<file path="src/rtl/sdpcd_pkg.sv">
// Purpose: Shared constants and carrier types for the SDRAM pin command decode block.
// Assumes: Four banks, 13 address lines, 16 data pins split into two byte lanes.
package sdpcd_pkg;
   localparam int ADDR_W      = 13;
   localparam int COL_W       = 9;
   localparam int BANK_W      = 2;
   localparam int NUM_BANKS   = 4;
   localparam int DATA_W      = 16;
   localparam int LANE_W      = 8;
   localparam int NUM_LANES   = 2;
   localparam int AP_BIT      = 10;
   localparam int PRECHG_CYC  = 2;
   localparam logic [ADDR_W-1:0] MODE_RST = 13'h0000;

   typedef enum logic [2:0] {
      SDPCD_NOP,
      SDPCD_OPEN,
      SDPCD_PRECHG,
      SDPCD_READ,
      SDPCD_WRITE,
      SDPCD_MRS,
      SDPCD_OTHER
   } sdpcd_cmd_t;

   // Pins as seen from the controller, sampled each rising edge
   typedef struct packed {
      logic                  cs_n;
      logic                  ras_n;
      logic                  cas_n;
      logic                  we_n;
      logic [BANK_W-1:0]     bank;
      logic [ADDR_W-1:0]     address_lines;
      logic                  lower_byte_mask;
      logic                  upper_byte_mask;
   } sdpcd_pins_t;

   // Decoded command towards the array
   typedef struct packed {
      sdpcd_cmd_t            cmd;
      logic [BANK_W-1:0]     bank;
      logic [ADDR_W-1:0]     row;
      logic [COL_W-1:0]      col;
      logic                  auto_prechg;
      logic                  all_banks;
   } sdpcd_dec_t;
endpackage

</file>
<file path="src/rtl/sdpcd_lane.sv">
// Purpose: One byte lane of the data pins with its mask.
// Assumes: Mask sampled on the same edge as the data.
// Notes: Instantiated once per byte lane.
`timescale 1ns/1ns
module sdpcd_lane #(
   parameter int W = 8
) (
   // Clock and reset
   input  wire logic         core_clk,
   input  wire logic         reset_n,
   // Control
   input  wire logic         mask,
   input  wire logic         rd_act,
   input  wire logic         wr_act,
   input  wire logic [W-1:0] rd_data,
   input  wire logic [W-1:0] pin_in,
   // Results
   output logic [W-1:0]      pin_out_q,
   output logic              pin_oe_q,
   output logic [W-1:0]      wr_data_q,
   output logic              wr_en_q
);
   // Read drivers, enabled only when the lane is unmasked
   always_ff @(posedge core_clk or negedge reset_n) begin
      if (!reset_n) begin
         pin_out_q <= '0;
         pin_oe_q  <= 1'b0;
      end else begin
         pin_oe_q  <= rd_act & ~mask;
         pin_out_q <= rd_data;
      end
   end

   // Write capture, masked bytes get no write enable
   always_ff @(posedge core_clk or negedge reset_n) begin
      if (!reset_n) begin
         wr_data_q <= '0;
         wr_en_q   <= 1'b0;
      end else begin
         wr_en_q   <= wr_act & ~mask;
         wr_data_q <= pin_in;
      end
   end
endmodule

</file>
<file path="src/rtl/sdpcd_top.sv">
// Purpose: Command and address decode at the SDRAM pin interface with bank state.
// Assumes: All pins synchronous to core_clk; controller keeps the timing it owes.
// Notes: Read data path is single-beat per command; bursts are outside this block.
`timescale 1ns/1ns
module sdpcd_top #(
   parameter int PRECHG_CYC = sdpcd_pkg::PRECHG_CYC
) (
   // Clock and reset
   input  wire logic                                core_clk,
   input  wire logic                                reset_n,
   // Command pins
   input  wire sdpcd_pkg::sdpcd_pins_t              pins,
   // Data pins, split into three signals
   input  wire logic [sdpcd_pkg::DATA_W-1:0]        data_pins_in,
   output logic [sdpcd_pkg::DATA_W-1:0]             data_pins_out_q,
   output logic [sdpcd_pkg::DATA_W-1:0]             data_pins_oe_q,
   // Array side
   input  wire logic [sdpcd_pkg::DATA_W-1:0]        array_rd_data,
   output sdpcd_pkg::sdpcd_dec_t                    dec_q,
   output logic [sdpcd_pkg::DATA_W-1:0]             array_wr_data_q,
   output logic [sdpcd_pkg::NUM_LANES-1:0]          array_wr_en_q,
   output logic [sdpcd_pkg::ADDR_W-1:0]             mode_q,
   output logic [sdpcd_pkg::NUM_BANKS-1:0]          bank_active_q,
   output logic [sdpcd_pkg::ADDR_W-1:0]             row_q [sdpcd_pkg::NUM_BANKS]
);
   sdpcd_pkg::sdpcd_pins_t pins_q;
   logic [sdpcd_pkg::DATA_W-1:0] data_in_q;
   sdpcd_pkg::sdpcd_cmd_t  cmd_d;
   logic                   rd_act_q;
   logic                   wr_act_q;
   logic [sdpcd_pkg::NUM_BANKS-1:0] close_mask_q;
   logic [7:0]             prechg_cnt_q;
   logic [sdpcd_pkg::NUM_LANES-1:0] mask_bits;

   // Register every pin on the rising edge; data rides with the masks so both come from one edge
   always_ff @(posedge core_clk or negedge reset_n) begin
      if (!reset_n) begin
         pins_q    <= '{cs_n: 1'b1, ras_n: 1'b1, cas_n: 1'b1, we_n: 1'b1, default: '0};
         data_in_q <= '0;
      end else begin
         pins_q    <= pins;
         data_in_q <= data_pins_in;
      end
   end

   // Decode the registered strobes
   always_comb begin
      cmd_d = sdpcd_pkg::SDPCD_NOP;
      if (pins_q.cs_n) begin
         cmd_d = sdpcd_pkg::SDPCD_NOP;
      end else begin
         case ({pins_q.ras_n, pins_q.cas_n, pins_q.we_n})
            3'b011: cmd_d = sdpcd_pkg::SDPCD_OPEN;
            3'b010: cmd_d = sdpcd_pkg::SDPCD_PRECHG;
            3'b101: cmd_d = sdpcd_pkg::SDPCD_READ;
            3'b100: cmd_d = sdpcd_pkg::SDPCD_WRITE;
            3'b000: cmd_d = sdpcd_pkg::SDPCD_MRS;
            3'b111: cmd_d = sdpcd_pkg::SDPCD_NOP;
            default: cmd_d = sdpcd_pkg::SDPCD_OTHER;
         endcase
      end
   end

   // Decoded command with address fields
   always_ff @(posedge core_clk or negedge reset_n) begin
      if (!reset_n) begin
         dec_q <= '{cmd: sdpcd_pkg::SDPCD_NOP, default: '0};
      end else begin
         dec_q.cmd         <= cmd_d;
         dec_q.bank        <= pins_q.bank;
         dec_q.row         <= pins_q.address_lines;
         dec_q.col         <= pins_q.address_lines[sdpcd_pkg::COL_W-1:0];
         dec_q.auto_prechg <= pins_q.address_lines[sdpcd_pkg::AP_BIT] &
                              (cmd_d == sdpcd_pkg::SDPCD_READ || cmd_d == sdpcd_pkg::SDPCD_WRITE);
         dec_q.all_banks   <= pins_q.address_lines[sdpcd_pkg::AP_BIT] &
                              (cmd_d == sdpcd_pkg::SDPCD_PRECHG);
      end
   end

   // Mode register load
   always_ff @(posedge core_clk or negedge reset_n) begin
      if (!reset_n) begin
         mode_q <= sdpcd_pkg::MODE_RST;
      end else if (cmd_d == sdpcd_pkg::SDPCD_MRS) begin
         mode_q <= pins_q.address_lines;
      end
   end

   // Row latch per bank on bank open
   always_ff @(posedge core_clk or negedge reset_n) begin
      if (!reset_n) begin
         for (int b = 0; b < sdpcd_pkg::NUM_BANKS; b++) begin
            row_q[b] <= '0;
         end
      end else if (cmd_d == sdpcd_pkg::SDPCD_OPEN) begin
         row_q[pins_q.bank] <= pins_q.address_lines;
      end
   end

   // Precharge timer; banks go idle when it expires
   always_ff @(posedge core_clk or negedge reset_n) begin
      if (!reset_n) begin
         prechg_cnt_q <= '0;
         close_mask_q <= '0;
      end else if (cmd_d == sdpcd_pkg::SDPCD_PRECHG) begin
         prechg_cnt_q <= 8'(PRECHG_CYC);
         if (pins_q.address_lines[sdpcd_pkg::AP_BIT]) begin
            close_mask_q <= close_mask_q | {sdpcd_pkg::NUM_BANKS{1'b1}};
         end else begin
            close_mask_q <= close_mask_q | (4'h1 << pins_q.bank);
         end
      end else if (prechg_cnt_q > 8'h01) begin
         prechg_cnt_q <= prechg_cnt_q - 8'h01;
      end else if (prechg_cnt_q == 8'h01) begin
         prechg_cnt_q <= '0;
         close_mask_q <= '0;
      end
   end

   // Bank state: open sets, completed precharge clears
   always_ff @(posedge core_clk or negedge reset_n) begin
      if (!reset_n) begin
         bank_active_q <= '0;
      end else begin
         for (int b = 0; b < sdpcd_pkg::NUM_BANKS; b++) begin
            if (cmd_d == sdpcd_pkg::SDPCD_OPEN && pins_q.bank == 2'(b)) begin
               bank_active_q[b] <= 1'b1;
            end else if (prechg_cnt_q == 8'h01 && close_mask_q[b]) begin
               bank_active_q[b] <= 1'b0;
            end
         end
      end
   end

   // Column access direction, one stage after the decode so it meets the mask and data beat
   always_ff @(posedge core_clk or negedge reset_n) begin
      if (!reset_n) begin
         rd_act_q <= 1'b0;
         wr_act_q <= 1'b0;
      end else begin
         rd_act_q <= (dec_q.cmd == sdpcd_pkg::SDPCD_READ);
         wr_act_q <= (dec_q.cmd == sdpcd_pkg::SDPCD_WRITE);
      end
   end

   // Lane masks: lower governs bits 7..0, upper 15..8
   assign mask_bits = {pins_q.upper_byte_mask, pins_q.lower_byte_mask};

   // One data lane per byte
   for (genvar g = 0; g < sdpcd_pkg::NUM_LANES; g++) begin : g_lane
      logic                         lane_oe;
      sdpcd_lane #(.W(sdpcd_pkg::LANE_W)) u_lane (
         .core_clk  (core_clk),
         .reset_n   (reset_n),
         .mask      (mask_bits[g]),
         .rd_act    (rd_act_q),
         .wr_act    (wr_act_q),
         .rd_data   (array_rd_data[g*sdpcd_pkg::LANE_W +: sdpcd_pkg::LANE_W]),
         .pin_in    (data_in_q[g*sdpcd_pkg::LANE_W +: sdpcd_pkg::LANE_W]),
         .pin_out_q (data_pins_out_q[g*sdpcd_pkg::LANE_W +: sdpcd_pkg::LANE_W]),
         .pin_oe_q  (lane_oe),
         .wr_data_q (array_wr_data_q[g*sdpcd_pkg::LANE_W +: sdpcd_pkg::LANE_W]),
         .wr_en_q   (array_wr_en_q[g])
      );
      assign data_pins_oe_q[g*sdpcd_pkg::LANE_W +: sdpcd_pkg::LANE_W] = {sdpcd_pkg::LANE_W{lane_oe}};
   end
endmodule
</file>
<file path="config.mk">
export PLATFORM = sky130hd
export DESIGN_NAME = sdpcd_top
export DESIGN_NICKNAME = d
export VERILOG_FILES = /design/src/rtl/sdpcd_pkg.sv /design/src/rtl/sdpcd_lane.sv /design/src/rtl/sdpcd_top.sv
export SDC_FILE = /design/constraint.sdc
export NUM_CORES = 1
export LEC_CHECK = 0
export ABC_AREA = 1
export BUFFER_PORTS_ARGS = -buffer_cell sky130_fd_sc_hd__buf_2
export CAP_MARGIN = 20
export CORE_ASPECT_RATIO = 0.6
export CORE_MARGIN = 3
export CORE_UTILIZATION = 43
export DETAILED_ROUTE_END_ITERATION = 12
export PLACE_DENSITY = 0.72
export SETUP_SLACK_MARGIN = 0.05
export SLEW_MARGIN = 20
export SYNTH_ARGS = -nofsm -noshare
export SYNTH_HDL_FRONTEND = slang
export SYNTH_HIERARCHICAL = 1
export SYNTH_SLANG_ARGS = --single-unit
</file>
<file path="constraint.sdc">
create_clock -name core_clk -period 2.7 [get_ports core_clk]
set_clock_uncertainty 0.15 [all_clocks]
set_input_delay 0.54 -clock core_clk [delete_from_list [all_inputs] [get_ports core_clk]]
set_output_delay 0.54 -clock core_clk [all_outputs]
set_load 0.02 [all_outputs]
</file>
---- Yosys cells after proc, flatten, opt, wreduce, memory -nomap -nowiden ----
Cells that the tools add are included.
word-level totals
  register bits after elaboration ......... 185
  output and inout port bits .............. 148
  word-level logic and storage cells ...... 107
operators by class
  reduce and logical (&&, ||, !) cells .... 19
  bitwise logic cells ..................... 10
  muxes and demuxes ....................... 20
  order comparisons ....................... 3
  equality and inequality tests ........... 17
  shift-type cells ........................ 1
  add/subtract/negate cells ............... 1
operator list
  operator                                                               number
  52-bit bitwise mux                                                     1
  13-bit demux with 2-bit select                                         1
  8-bit two-way mux                                                      3
  3-bit == test (second input constant)                                  6
  3-bit case mux with 6 select lines                                     1
  4-bit two-way mux                                                      4
  3-bit by 2-bit == test with 1-bit output (second input constant)       5
  13-bit two-way mux                                                     1
  2-bit nonzero test                                                     5
  1-bit logical AND                                                      9
  8-bit by 1-bit == test with 1-bit output (second input constant)       1
  8-bit by 1-bit > comparator with 1-bit output (second input constant)  1
  1-bit two-way mux                                                      8
  8-bit by 1-bit subtractor with 8-bit output (second input constant)    1
  1-bit AND                                                              6
  2-bit == test (second input constant)                                  2
  4-bit OR                                                               1
  1-bit by 2-bit << shifter with 4-bit output (first input constant)     1
  3-bit by 1-bit == test with 1-bit output (second input constant)       1
  3-bit >= comparator (second input constant)                            1
  3-bit logical NOT                                                      1
  3-bit by 1-bit < comparator with 1-bit output (second input constant)  1
  3-bit two-way mux                                                      1
  2-bit NOT with 3-bit output                                            1
  other kinds (7)                                                        8

---- Depth between registers and ports, before layout ----
  depth after elaboration ................. 6
  depth in mapped cells ................... 8
  gate-level depth less buffers ........... 8

---- Hierarchy ----
Netlist, hierarchy kept.
modules (own cells, without submodules)
  module      cells an instance  seq. area each (um^2)  area an instance (um^2)  times used
  sdpcd_top   427                3,508.4                4,981.0                  1
  sdpcd_lane  22                 450.4                  465.4                    2

---- Worst setup path before layout ----
No wires, ideal clock.
  path type ............................... register -> register
  start point ............................. register prechg_cnt_q[0]
  end point ............................... register prechg_cnt_q[0]
  arrival time ............................ 1.147 ns
  period minus slack after synthesis ...... 1.417 ns
  buffers on the path ..................... 0
  stages on the path, launching flop included .. 8
  setup slack ............................. 1.283 ns
  cell sequence ........................... dfrtp_1 > inv_1 > ha_1 > nand2_1 > inv_1 > nand2_1 > o21ai_0 > nor2_1
between the ends
  cells in the longest elaborated chain, start to end .. 3
  elaborated cells on any way between the ends .. 6
RTL lines
  what                                                                                                          RTL line                            source
  from (decl)                                                                                                   sdpcd_top.sv:32                     logic [7:0] prechg_cnt_q;
  from (signal assigned)                                                                                        sdpcd_top.sv:106                    prechg_cnt_q <= 8'(PRECHG_CYC);
  from (signal assigned)                                                                                        sdpcd_top.sv:113                    prechg_cnt_q <= prechg_cnt_q - 8'h01;
  8-bit by 1-bit subtractor with 8-bit output or 8-bit by 1-bit > comparator with 1-bit output (tied branches)  sdpcd_top.sv:113, sdpcd_top.sv:112
  8-bit two-way mux                                                                                             sdpcd_top.sv:112                    end else if (prechg_cnt_q > 8'h01) begin
  8-bit two-way mux                                                                                             sdpcd_top.sv:105                    end else if (cmd_d == sdpcd_pkg::SDPCD_PRECHG) begin
Parallel ways exist; a longest one is shown, timed or not.
A chain may end at the register's enable or synchronous reset.

---- Worst setup path in the final report ----
  start point ............................. register g_lane[1].u_lane.pin_oe_q
  end point ............................... output data_pins_oe_q[14] in the netlist's numbering
RTL lines
  what                    RTL line          source
  from (decl)             sdpcd_lane.sv:19  output logic pin_oe_q,
  from (signal assigned)  sdpcd_lane.sv:29  pin_oe_q <= rd_act & ~mask;
  to (decl)               sdpcd_top.sv:16   output logic [sdpcd_pkg::DATA_W-1:0] data_pins_oe_q,
No word-level cell between the ends.

==> qor_table.md <==
| Group | Quantity | This run |
|:---|:---|:---|
| drt | Residual antenna-violating net count after detailed routing | 0 |
| global route | Maximum number of pins on one net before global-route repair | 56 |
| final layout | Fillers | 1093 |
| cts | Hold-fix buffers, CTS | 1 |
| placement | HPWL after detailed placement | 9.861 mm |
| sta | Number of hold violations in the final report | 0 |
| final layout | Area overhead of the layout relative to synthesis | 27.45% |
| setup path | Biggest fanout along the worst timing path | 8 |
| drt | Number of detailed-route iterations in the first pass | 6 |
| global route | Number of antenna violations at the first check in global routing | 0 |
| logic synthesis | Number of distinct library cell variants in the gate-level netlist after synthesis | 28 |
| logic synthesis | Number of warnings issued by yosys | 6 |
| cts | Maximum clock insertion buffer count | 2 |
| final layout | Net count, final | 719 |
| setup path | Arrival time at the worst endpoint | 1.03 ns |
| global route | Global-route wire length before repair | 21.98 mm |
| setup path | Worst Path Class, Setup | flop to output pin |
| cts | TritonCTS clock tree | done |
| setup path | Kind of start point of the critical path | flop |
| drt | Detailed-route wire length | 13.39 mm |
| cts | Total CTS buffers | 17 |
| placement | Number of instances in the placed design | 812 |
| drt | Number of vias in the routed layout | 3935 |
| cts | CTS HTree Levels | 4 |
| power | Areal power density over the cells | 928.5 nW/µm² |
| final layout | Number of standard cells in the final layout excluding fillers | 845 |
| logic synthesis | Sequential cell area fraction in the yosys report | 74.58% |
| setup path | Combined buffer and inverter count along the critical path | 1 |
| power | Total power draw | 6.996 mW |
| cts | PostCTS Resize Cnt | 0 |
| global route | Leftover overflow at the end of global routing | 0 |
| cts | Sink Count | 176 |
| global route | Global-route usage over all layers | 18.54% |
| sta | Period minus WS final | 1.716 ns |
| sta | Maximum clock frequency | 582.7 MHz |
| global route | Vias in the first global route | 4134 |
| job | Count of maximum capacitance violations | 0 |
| setup path | Crit path max-delay cell type | dfrtp_1 |
| floorplan | Horiz. Die Dim | 157.4 µm |
| floorplan | Die span in y | 96.83 µm |
| cts | Root buffer cell | clkbuf_16 |
| logic synthesis | Total standard cell area after synthesis | 5912 µm² |
| final layout | Layout cell share with drive strength beyond 1 | 38.37% |
| floorplan | Die area | 15240 µm² |
| logic synthesis | Synthesized instance count | 471 |
| setup path | CP Launch Point | g_lane[1].u_lane/pin_oe_q |
| placement | Final Wtd Congestion | 0.8609 |
| floorplan | I/O pin total | 203 |
| sta | Unrepaired setup endpoints after global routing | false |
| status | Outcome | finished, final reports clean |
| floorplan | Core Rows | 32 |
| final layout | Inserted Diodes | 0 |
| sta | Setup tns final | 0 ns |
| power | Static leakage | 3.992 nW |
| logic synthesis | Total nets after synthesis | 528 |
| setup path | Largest delay contributor family on the critical path | flip-flops |
| sta | Worst slew pin tran | 0.6359 ns |
| worst hold path | Startpoint of the tightest hold check path | data_pins_in[9] |
| setup path | Source of the worst register-to-register timing path | pins_q[18] |
| drt | First DRT Iteration DRCs | 283 |
| setup path | CP required | 2.01 ns |
| setup path | Endpoint class of the critical path | output pin |
| drt | DR WL/cell | 15.85 µm |
| setup path | CP Cell Sequence | buf_2 |
| drt | DRC violations left | 0 |
| logic synthesis | Synth Register Bits | 176 |
| floorplan | Starting utilization of the core area | 45.02% |
| cts | Clock edge transition at the registers on the reported setup and hold paths | 0.08 ns |
| sta | Number of pins with negative max-slew slack in the final report | 0 |
| sta | Tightest slew margin relative to the limit | 57.51% |
| power | Worst IR Drop VDD | 0.5055 mV |
| floorplan | Core Box Area | 13130 µm² |
| cts | Clock insertion delay at the later pin of the skew report | 0.41 ns |
| cts | Post-CTS Setup Inserts | 0 |
| placement | # port buffers | 202 |
| drt | Mean number of vias per cell | 4.657 |
| worst hold path | Hold Path Class | primary input to flop |
| logic synthesis | Mean instance size in the synthesized netlist | 12.55 µm² |
| setup path | Peak per-stage delay on the critical path | 0.42 ns |
| sta | Number of endpoints failing setup at the final stage | 0 |
| sta | Post-route fraction of the period consumed by the critical path | 63.56% |
-- sequential cells by signal, summed over array words and instances, names as in the netlist, 8 cells and up --
register / count
g_lane.u_lane/pin_out_q: 16
row_q: 52
dec_q: 20
mode_q: 13
pins_q: 19
data_in_q: 16
prechg_cnt_q: 8
g_lane.u_lane/wr_data_q: 16
-- area by class of cell --
cell class / instances / area, µm² / area share (%)
flip-flops and latches: 176 / 4409 / 58.52
multi-input cells: 225 / 1091 / 14.48
repair buffers: 207 / 1082 / 14.36
clock buffers: 18 / 439.2 / 5.829
well taps: 170 / 212.7 / 2.823
clock inverters: 14 / 168.9 / 2.242
inverters: 35 / 131.4 / 1.744
-- placed cells by master, fill, tap and decap left out, drive strengths merged --
master,count
o22ai,3
clkinv,7
nand3,5
nor4,1
xor2,2
a21oi,16
ha,2
dfstp,4
dfrtp,172
inv,41
clkbuf,18
nand2,81
o21ai,59
clkinvlp,1
a31oi,1
xnor2,1
dlygate4sd3,1
nor3,7
nor3b,1
nand4,2
buf,206
nor2,43
a22o,1
-- Yosys cell counts (all sizes together) --
cell type	count	area share, %
nand3	5	0.51
nor4	1	0.11
a22o	1	0.15
nor3b	1	0.13
ha	2	0.42
dfstp	4	1.8
inv	35	2.2
nor3	7	0.59
o21ai	59	5.0
buf	35	4.7
nand2	81	5.6
a21oi	16	1.8
dfrtp	172	73
nand4	2	0.21
o22ai	3	0.32
nor2	43	3.1
xnor2	1	0.15
a31oi	1	0.11
xor2	2	0.30
-- logic make-up (layout without fill, tap and decap cells) --
logic type               count (synthesis)  after routing  share of synthesized area, %
buffers and inverters                   70            274                         6.963
adder cells (fa/ha/maj)                  2              2                        0.4232
AND/OR/NAND/NOR                        140            140                         10.22
flip-flops                             176            176                         74.58
AO/OA/AOI/OAI                           80             80                         7.365
XOR/XNOR                                 3              3                        0.4445
-- stage by stage --
stage	utilization [%]	hold WS (ns)	area, µm²	setup WS (ns)
final	57.37	0.07671	7535	0.9839
after global routing	57.37	0.04967	7535	0.8384
after CTS	57.37	0.05869	7535	0.9538
after detailed placement	52.67	0.1847	6917	1.002
after global placement	52.67	0.1824	6917	1.070
after floorplan	-	0.09441	5912	1.283
-- power by group --
part	internal, mW	leakage [nW]	switching [mW]
Clock	1.28	0.293	1.15
Combinational	0.454	1.55	0.883
Sequential	3.01	2.15	0.222
Total	4.74	3.99	2.25
-- worst paths after layout --
| path | cells past startpoint | slack (ns) | to |
|---|---|---|---|
| hold / removal | 1 | 0.08 | data_in_q[9] |
| setup reg to reg | 4 | 1.01 | row_q[10] |
| max in group asynchronous | 3 | 1.18 | pins_q[20] |
| setup / recovery | 1 | 0.98 | data_pins_oe_q[14] |
| hold reg to reg | 0 | 0.20 | g_lane[1].u_lane/wr_data_q[0] |
| min in group asynchronous | 2 | 0.50 | dec_q[0] |
-- layer usage --
layer,share of wire [%],wire [µm],up-vias,GRT usage [%]
met5,0,0,-,0
met4,0.90,121,0,4.800
met3,7.9,1059,12,6.258
met2,48,6461,140,29.64
met1,43,5750,1919,24.50
li1,-,-,1864,-
(Power assumes the default switching activity.)
